--- src/common/dis_pkg.sv ---
// constants and carrier types of the internal supervision block
package dis_pkg;
    // timing
    localparam int CLK_PERIOD_NS = 8;
    localparam int LS_MIN_NS = 1000;
    localparam int LS_MAX_NS = 4000;
    localparam int STP_FILT_NS = 50;
    localparam int DT_MIN_NS = 200;
    localparam int DT_STEP_NS = 80;
    localparam logic [9:0] LS_MIN_CYC =
        10'((LS_MIN_NS + CLK_PERIOD_NS - 1) / CLK_PERIOD_NS);
    localparam logic [9:0] LS_MAX_CYC = 10'(LS_MAX_NS / CLK_PERIOD_NS);
    localparam logic [2:0] STP_FILT_CYC =
        3'((STP_FILT_NS + CLK_PERIOD_NS - 1) / CLK_PERIOD_NS);
    localparam logic [7:0] DT_MIN_CYC =
        8'((DT_MIN_NS + CLK_PERIOD_NS - 1) / CLK_PERIOD_NS);
    localparam logic [7:0] DT_STEP_CYC =
        8'((DT_STEP_NS + CLK_PERIOD_NS - 1) / CLK_PERIOD_NS);
    // register offsets
    localparam logic [7:0] REG_CTRL = 8'h00;
    localparam logic [7:0] REG_PCFG = 8'h04;
    localparam logic [7:0] REG_SCFG = 8'h08;
    localparam logic [7:0] REG_FLAG = 8'h0c;
    localparam logic [7:0] REG_STAT = 8'h10;
    localparam logic [7:0] REG_TIME = 8'h14;
    // field positions
    localparam int CTRL_ARM = 0;
    localparam int CFG_INJ = 8;
    localparam int F_PCL = 0;
    localparam int F_SCL = 1;
    localparam int F_STP = 2;
    localparam int F_GATE = 3;
    localparam int F_PPAR = 4;
    localparam int F_SPAR = 5;
    // reset values
    localparam logic [3:0] DT_RST = 4'h0;
    localparam logic [1:0] MODE_RST = 2'h0;
    localparam logic [5:0] FLAG_RST = 6'h00;
    // synchronised pin group, pwm in bit 0
    typedef struct packed {
        logic ls_sec;
        logic ls_pri;
        logic bias2_flt;
        logic bias1_flt;
        logic gate_lo;
        logic gate_hi;
        logic cpwm;
        logic pwm;
    } dis_pins_t;
endpackage

--- src/rtl/dis_top.sv ---
// internal supervision, shoot-through guard and gate monitoring
// Function
// RULE1 - two consecutive lifesign errors raise class B
// RULE2 - detecting side sets its comm-loss flag
// RULE3 - live link status bit beside sticky flags
// RULE4 - primary bias fault holds primary reset
// RULE5 - secondary bias fault: emergency off, reset
// RULE6 - configuration registers carry parity
// RULE7 - primary parity: reset, class B, off
// RULE8 - secondary parity: emergency off, reset
// RULE9 - counterpart on blocks own turn-on
// RULE10 - fixed minimum plus programmable dead time
// RULE11 - pwm on during inhibit: ignored, flagged
// RULE12 - conflicts under 50ns never flag
// RULE13 - guard always on, state readable
// RULE14 - turn-on timeout counter, overflow flags error
// RULE15 - turn-off timeout from hard point
// RULE16 - test modes suppress turn-on timeout only
// RULE17 - arm command sets both armed bits
// RULE18 - capture stores count, clears armed bit
// RULE19 - capture overflow stores ff
// RULE20 - timeout always, capture on request
// RULE21 - lifesign window times are parameters
// RULE22 - test modes disable upper monitoring
`timescale 1ns/1ps
module dis_top
    import dis_pkg::*;
(
    // clock and reset
    input wire logic core_clk_in,
    input wire logic reset_n_in,
    // ahb-lite slave
    input wire logic hsel_in,
    input wire logic [31:0] haddr_in,
    input wire logic [1:0] htrans_in,
    input wire logic hwrite_in,
    input wire logic [2:0] hsize_in,
    input wire logic [31:0] hwdata_in,
    input wire logic hready_in,
    output logic [31:0] hrdata_out,
    output logic hreadyout_out,
    output logic hresp_out,
    // pins
    input wire dis_pins_t pins_in,
    // driver controls
    output logic gate_on_out,
    output logic emergency_off_out,
    output logic primary_reset_ready_n_out,
    output logic secondary_reset_out,
    output logic class_b_fault_n_out,
    output logic on_monitor_en_out
);
    dis_pins_t s1, s2, s3, pf;
    logic wr_pend;
    logic [7:0] wr_addr;
    logic acc;
    logic [31:0] next_rdata;
    logic [3:0] dt_cfg;
    logic dt_par;
    logic [1:0] mode_cfg;
    logic mode_par;
    logic [5:0] flags;
    logic [5:0] flag_set;
    logic [5:0] flag_clr;
    logic pri_par_err, sec_par_err, pri_rst, sec_rst, test_mode;
    logic [1:0] ls_lvl, ls_prev, ls_edge, ls_bad, ls_loss, ls_ok, ls_mask;
    logic link_ok;
    logic [7:0] dt_cnt;
    logic inhibit, pwm_prev, conf, stp_set;
    logic [2:0] conf_cnt;
    logic gon_q, on_start, off_start, run, is_on, hit, ovf, to_en;
    logic [7:0] tcnt;
    logic armed_on, armed_off, cap_act, arm_wr;
    logic [7:0] t_on, t_off;

    // pin synchronisers, change accepted once stages 2 and 3 agree
    always_ff @(posedge core_clk_in)
    begin
        if (!reset_n_in)
        begin
            s1 <= '0;
            s2 <= '0;
            s3 <= '0;
            pf <= '0;
        end
        else
        begin
            s1 <= pins_in;
            s2 <= s1;
            s3 <= s2;
            pf <= (s2 ^ s3) & pf | ~(s2 ^ s3) & s2;
        end
    end

    // bus slave: zero wait states, always okay
    assign hreadyout_out = 1'b1;
    assign hresp_out = 1'b0;
    assign acc = hsel_in & htrans_in[1] & hready_in;

    always_ff @(posedge core_clk_in)
    begin
        if (!reset_n_in)
        begin
            wr_pend <= 1'b0;
            wr_addr <= 8'h00;
        end
        else if (hready_in)
        begin
            wr_pend <= acc & hwrite_in;
            wr_addr <= haddr_in[7:0];
        end
    end

    always_comb
    begin
        next_rdata = 32'h0000_0000;
        case (haddr_in[7:0])
            REG_PCFG: next_rdata = {23'h0, dt_par, 4'h0, dt_cfg};
            REG_SCFG: next_rdata = {23'h0, mode_par, 6'h0, mode_cfg};
            REG_FLAG: next_rdata = {26'h0, flags};
            REG_STAT: next_rdata = {24'h0, pf.bias2_flt, pf.bias1_flt,
                sec_rst, pri_rst, armed_off, armed_on, inhibit,
                link_ok}; // RULE3 RULE13
            REG_TIME: next_rdata = {16'h0, t_on, t_off};
            default: next_rdata = 32'h0000_0000;
        endcase
    end

    always_ff @(posedge core_clk_in)
    begin
        if (!reset_n_in)
            hrdata_out <= 32'h0000_0000;
        else if (acc && !hwrite_in)
            hrdata_out <= next_rdata;
    end

    // configuration with parity, inject bit stores it inverted
    always_ff @(posedge core_clk_in)
    begin
        if (!reset_n_in)
        begin
            dt_cfg <= DT_RST;
            dt_par <= 1'b0;
            mode_cfg <= MODE_RST;
            mode_par <= 1'b0;
        end
        else if (wr_pend && wr_addr == REG_PCFG)
        begin
            dt_cfg <= hwdata_in[3:0];
            dt_par <= ^hwdata_in[3:0] ^ hwdata_in[CFG_INJ]; // RULE6
        end
        else if (wr_pend && wr_addr == REG_SCFG)
        begin
            mode_cfg <= hwdata_in[1:0];
            mode_par <= ^hwdata_in[1:0] ^ hwdata_in[CFG_INJ]; // RULE6
        end
    end

    assign pri_par_err = (^dt_cfg) != dt_par; // RULE6
    assign sec_par_err = (^mode_cfg) != mode_par; // RULE6
    assign pri_rst = pf.bias1_flt | pri_par_err; // RULE4 RULE7
    assign sec_rst = pf.bias2_flt | sec_par_err; // RULE5 RULE8
    assign test_mode = |mode_cfg;
    assign arm_wr = wr_pend && wr_addr == REG_CTRL && hwdata_in[CTRL_ARM];

    // fault reactions
    always_ff @(posedge core_clk_in)
    begin
        if (!reset_n_in)
        begin
            emergency_off_out <= 1'b0;
            primary_reset_ready_n_out <= 1'b0;
            secondary_reset_out <= 1'b0;
            class_b_fault_n_out <= 1'b1;
            on_monitor_en_out <= 1'b1;
        end
        else
        begin
            emergency_off_out <= sec_rst | pri_par_err; // RULE5 RULE7 RULE8
            primary_reset_ready_n_out <= ~pri_rst; // RULE4 RULE7
            secondary_reset_out <= sec_rst; // RULE5 RULE8
            class_b_fault_n_out <= ~(flags[F_PCL] | flags[F_SCL]
                | pri_par_err); // RULE1 RULE7
            on_monitor_en_out <= ~test_mode; // RULE22
        end
    end

    // lifesign watchdogs: 0 watches secondary, 1 watches primary
    assign ls_lvl = {pf.ls_pri, pf.ls_sec};
    assign ls_mask = {pri_rst, sec_rst};
    assign link_ok = &ls_ok; // RULE3
    generate
        for (genvar i = 0; i < 2; i++)
        begin : g_ls
            logic [9:0] cnt;
            logic [1:0] miss;
            logic late;
            assign ls_edge[i] = (ls_lvl[i] != ls_prev[i]) & ~ls_mask[i];
            assign late = cnt >= LS_MAX_CYC - 10'h001; // RULE21
            assign ls_bad[i] = ls_edge[i] & (cnt < LS_MIN_CYC)
                | ~ls_edge[i] & late; // RULE21
            assign ls_loss[i] = ls_bad[i] & (miss == 2'h1); // RULE1
            assign ls_ok[i] = miss == 2'h0;
            always_ff @(posedge core_clk_in)
            begin
                if (!reset_n_in)
                begin
                    ls_prev[i] <= 1'b0;
                    cnt <= 10'h000;
                    miss <= 2'h0;
                end
                else
                begin
                    ls_prev[i] <= ls_lvl[i];
                    cnt <= (ls_edge[i] | late) ? 10'h000 : cnt + 10'h001;
                    if (ls_bad[i])
                        miss <= (miss == 2'h2) ? 2'h2 : miss + 2'h1;
                    else if (ls_edge[i])
                        miss <= 2'h0;
                end
            end
        end
    endgenerate

    // shoot-through guard, no disable
    assign inhibit = pf.cpwm | (dt_cnt != 8'h00); // RULE9 RULE13
    assign conf = pf.pwm & inhibit;
    assign stp_set = conf & (conf_cnt == STP_FILT_CYC - 3'h1); // RULE12

    always_ff @(posedge core_clk_in)
    begin
        if (!reset_n_in)
            dt_cnt <= 8'h00;
        else if (pf.cpwm)
            dt_cnt <= 8'(DT_MIN_CYC + {4'h0, dt_cfg} * DT_STEP_CYC); // RULE10
        else if (dt_cnt != 8'h00)
            dt_cnt <= dt_cnt - 8'h01;
    end

    always_ff @(posedge core_clk_in)
    begin
        if (!reset_n_in)
            conf_cnt <= 3'h0;
        else if (!conf)
            conf_cnt <= 3'h0;
        else if (conf_cnt != STP_FILT_CYC)
            conf_cnt <= conf_cnt + 3'h1; // RULE12
    end

    // turn-on needs a fresh pwm rise outside the inhibit interval
    always_ff @(posedge core_clk_in)
    begin
        if (!reset_n_in)
        begin
            pwm_prev <= 1'b0;
            gate_on_out <= 1'b0;
        end
        else
        begin
            pwm_prev <= pf.pwm;
            if (!pf.pwm || emergency_off_out)
                gate_on_out <= 1'b0;
            else if (!pwm_prev && !inhibit)
                gate_on_out <= 1'b1; // RULE9 RULE11
        end
    end

    // gate timeout and capture share one counter
    assign on_start = gate_on_out & ~gon_q;
    assign off_start = ~gate_on_out & gon_q;
    assign hit = is_on ? pf.gate_hi : pf.gate_lo;
    assign ovf = run & ~hit & (tcnt == 8'hff) & ~on_start & ~off_start;
    assign to_en = ~is_on | ~test_mode; // RULE16

    always_ff @(posedge core_clk_in)
    begin
        if (!reset_n_in)
        begin
            gon_q <= 1'b0;
            run <= 1'b0;
            is_on <= 1'b0;
            tcnt <= 8'h00;
        end
        else
        begin
            gon_q <= gate_on_out;
            if (on_start || off_start)
            begin
                tcnt <= 8'h00; // RULE14 RULE15 RULE20
                run <= 1'b1;
                is_on <= on_start;
            end
            else if (run && (hit || tcnt == 8'hff))
                run <= 1'b0;
            else if (run)
                tcnt <= tcnt + 8'h01;
        end
    end

    always_ff @(posedge core_clk_in)
    begin
        if (!reset_n_in)
        begin
            armed_on <= 1'b0;
            armed_off <= 1'b0;
            cap_act <= 1'b0;
            t_on <= 8'h00;
            t_off <= 8'h00;
        end
        else
        begin
            if (on_start || off_start)
            begin
                cap_act <= on_start ? armed_on : armed_off; // RULE20
                if (on_start && armed_on)
                    t_on <= 8'h00; // RULE18
                if (off_start && armed_off)
                    t_off <= 8'h00; // RULE18
            end
            else if (run && cap_act && (hit || ovf))
            begin
                cap_act <= 1'b0;
                if (is_on)
                begin
                    t_on <= ovf ? 8'hff : tcnt; // RULE18 RULE19
                    armed_on <= 1'b0;
                end
                else
                begin
                    t_off <= ovf ? 8'hff : tcnt; // RULE18 RULE19
                    armed_off <= 1'b0;
                end
            end
            if (arm_wr)
            begin
                armed_on <= 1'b1; // RULE17
                armed_off <= 1'b1;
            end
        end
    end

    // sticky flags, write one to clear, set wins
    assign flag_set = {sec_par_err, pri_par_err, ovf & to_en, stp_set,
        ls_loss[1], ls_loss[0]}; // RULE2 RULE11 RULE14 RULE15
    assign flag_clr = (wr_pend && wr_addr == REG_FLAG) ? hwdata_in[5:0]
        : 6'h00;

    always_ff @(posedge core_clk_in)
    begin
        if (!reset_n_in)
            flags <= FLAG_RST;
        else
            flags <= flags & ~flag_clr | flag_set;
    end
endmodule // dis_top

--- config.mk ---
export PLATFORM = sky130hd
export DESIGN_NAME = dis_top
export DESIGN_NICKNAME = d
export VERILOG_FILES = /design/src/common/dis_pkg.sv /design/src/rtl/dis_top.sv
export SDC_FILE = /design/constraint.sdc
export NUM_CORES = 1
export LEC_CHECK = 0
export BUFFER_PORTS_ARGS = -buffer_cell sky130_fd_sc_hd__buf_4
export CORE_MARGIN = 2
export CORE_UTILIZATION = 46
export CTS_CLUSTER_DIAMETER = 80
export CTS_CLUSTER_SIZE = 40
export DETAILED_ROUTE_END_ITERATION = 10
export PLACE_DENSITY_LB_ADDON = 0.08
export SLEW_MARGIN = 40
export SYNTH_ARGS = -nofsm -noshare
export SYNTH_HDL_FRONTEND = slang
export SYNTH_SLANG_ARGS = --single-unit
--- constraint.sdc ---
create_clock -name core_clk_in -period 3.8 [get_ports core_clk_in]
set_input_delay 0.38 -clock core_clk_in [delete_from_list [all_inputs] [get_ports core_clk_in]]
set_output_delay 0.38 -clock core_clk_in [all_outputs]
set_load 0.03 [all_outputs]
==> out/qor.yml <==
outcome:
  status: "finished, final reports clean"
grt:
  grt_max_degree: 49
  via_count_of_the_first_global_routing_pass: 4565
  overflow: 0
  groute.usage.overall: 0.186
  grt_antenna_before_repair: 0
  grt_first_pass_wirelength_um: 21700
placed_design:
  portBuffers: 50
  dpl_worst_slack_ps: 1450
  place_congestion: 0.831
  numPlacedInstances: 896
  post_dp_cell_area_sq_um: 6840
  dp_hpwl_um: 9230
die:
  die_area_sq_um: 14900
  die_h_um: 122
  start_util: 0.467
  core-area_sq_um: 13700
  ioPinCount: 122
  floorplan.die.width_um: 122
  placement_rows: 43
cells_and_area:
  fillers: 1260
  mostFrequentLayoutCell: "dfxtp_1"
  final_core_utilization: 0.546
  sequential_cell_area_sq_um: 2900
  finalInstanceArea_sq_um: 7480
  final_cell_count_no_fill: 928
  drive_gt1_frac: 0.154
  layout_common_cells: "dfxtp_1, nor2_1, buf_4, nand2_1, a21oi_1"
  multi_input_area_sq_um: 3200
  area_growth_syn_to_layout_pct: 16.9
  num-nets-final: 842
  diodes_inserted: 0
sta:
  layout_min_cycle_time_ps: 2360
  post-route-worst-setup-slack_ps: 1440
  grt_setup_unrepaired: "false"
  hold_violations: 0
  report.final.slew_viol_count: 0
  timing.max_slew.rel_slack: 0.527
  setup_viol_count_final: 0
  fin_tns_setup_ps: 0
  tightest_slew_ps: 709
  clock-skew-final_ps: 7.49
  whs_ps: 164
  fmax_ghz: 0.424
  final.period_utilization: 0.620
synth:
  synthFlopType: "dfxtp_1"
  synth.avg_cell_area_sq_um: 9.29
  yosysWarningCount: 0
  netlist_instances: 689
  netlist_area_sq_um: 6400
  synth_sequential_area_ratio: 0.453
  ys_ff_latch: 145
  ys_async_sr_fraction: 0
  synth.lib_cells_used.distinct: 73
  synth_enable_flop_cells: 0
worst_setup_path:
  critPathRequiredTime_ps: 4080
  largest_fanout_on_the_critical_path: 7
  timing.critical_path.from_type: "flop"
  worstSetupEndpointType: "flop"
  cp.arrival_ps: 2630
  setup.worst_path.class: "reg -> reg"
routing:
  post-route-drc-count: 0
  final_antenna_net_count: 0
  initial_detailed_routing_violation_count: 234
  post_drt_wl_per_cell_um: 13.9
  vias_per_cell: 5.15
  firstDrtPassIters: 5
  postRouteWirelength_um: 12900
  via_count: 4782
clock_network:
  htreeDepth: 4
  clk_transition_reported_paths_ps: 60
  clock_tree.buffer_depth: 2
  postCtsHoldBufs: 0
  cts_num_sinks: 145
  cts_setup_buffers: 0
  postCtsResizedCells: 0
  worst_skew_pair.late_latency_ps: 420
  clock_tree_from_tritoncts: "built"
  cts_inserted_buffers: 17
  ctsRootBufferMaster: "clkbuf_16"
power:
  p_leak_nw: 2.98
  power-per-cell-area_nw_per_um2: 512
  post-layout-total-power_mw: 3.83
  ir_worst_vdd_mv: 0.346
worst_hold_path:
  hold_path.class: "in -> reg"
flow_run:
  max-cap-violations: 0
## critical path: stages (launching register included)
cell,delay (ps)
dfxtp_1,500
ha_1,310
ha_1,230
fa_1,500
nand2b_1,140
nor2_1,40
mux2_2,260
a22oi_1,150
a211oi_1,100
## layout make-up
type,count,share of cell area
clock buffers,18,0.0587
clock inverters,14,0.0269
inverters,31,0.0155
multi-input cells,487,0.428
flip-flops and latches,145,0.388
well taps,180,0.0301
repair buffers,53,0.0532
## cell usage after synthesis (5+ instances only)
library cell | n | area [sq um]
mux2i_1 | 30 | 300
clkbuf_1 | 18 | 67.6
nor2_1 | 75 | 282
nand3_1 | 26 | 130
dfxtp_1 | 145 | 2900
and2_1 | 30 | 188
a22o_1 | 8 | 70.1
xor2_1 | 11 | 96.3
a211oi_1 | 6 | 45.0
o21ai_0 | 18 | 90.1
ha_1 | 24 | 300
a22oi_1 | 8 | 60.1
inv_1 | 31 | 116
xnor2_1 | 26 | 228
nand2_1 | 48 | 180
nor3_1 | 20 | 100
a21oi_1 | 40 | 200
nand3b_1 | 5 | 37.5
buf_4 | 19 | 143
nand2b_1 | 7 | 43.8
nand4_1 | 5 | 31.3
nor2_2 | 10 | 62.6
## registers in the layout, summed over array words and instances, names as in the netlist, 2 cells and up, named ones only
| name | cells |
|---|---|
| s2 | 8 |
| wr_addr | 8 |
| dt_cfg | 4 |
| t_on | 8 |
| mode_cfg | 2 |
| tcnt | 8 |
| s1 | 8 |
| hrdata_out | 16 |
| s3 | 8 |
| conf_cnt | 3 |
| g_ls.cnt | 20 |
| t_off | 8 |
| dt_cnt | 8 |
| flags | 6 |
| g_ls.miss | 4 |
| ls_prev | 2 |
## where the power goes
| group | internal [mW] | leakage, nW | switching, mW |
|---|---|---|---|
| logic | 0.170 | 1.50 | 0.250 |
| clock network | 1.13 | 0.308 | 0.656 |
| registers | 1.59 | 1.18 | 0.0463 |
## worst paths after layout
path                   start  cells after the start  slack (ps)         to
hold / removal    pins_in[1]                      2         160      s1[1]
setup reg to reg   dt_cfg[3]                      8        1440  dt_cnt[7]
hold reg to reg        s1[3]                      1         430      s2[3]
setup / recovery   dt_cfg[3]                      8        1440  dt_cnt[7]
## metal layers
metal	share of wire	track usage	wire, um	vias up
met4	0.020	0.0726	254	0
met2	0.47	0.304	6040	111
met3	0.044	0.0403	564	22
li1	-	-	-	2429
met1	0.47	0.239	6070	2220
met5	0	0	0	-
## kinds of logic (layout without fill, tap and decap cells)
logic type               count (synthesis)  count (layout)  share of synthesized area
AND/OR/NAND/NOR                        254             254                      0.206
flip-flops                             145             145                      0.453
AO/OA/AOI/OAI                          117             117                      0.125
buffers and inverters                   75             116                     0.0571
XOR/XNOR                                39              39                     0.0569
multiplexers                            32              32                     0.0508
adder cells (fa/ha/maj)                 25              25                     0.0500
other                                    2              20                    0.00117
(Power assumes the default switching activity.)
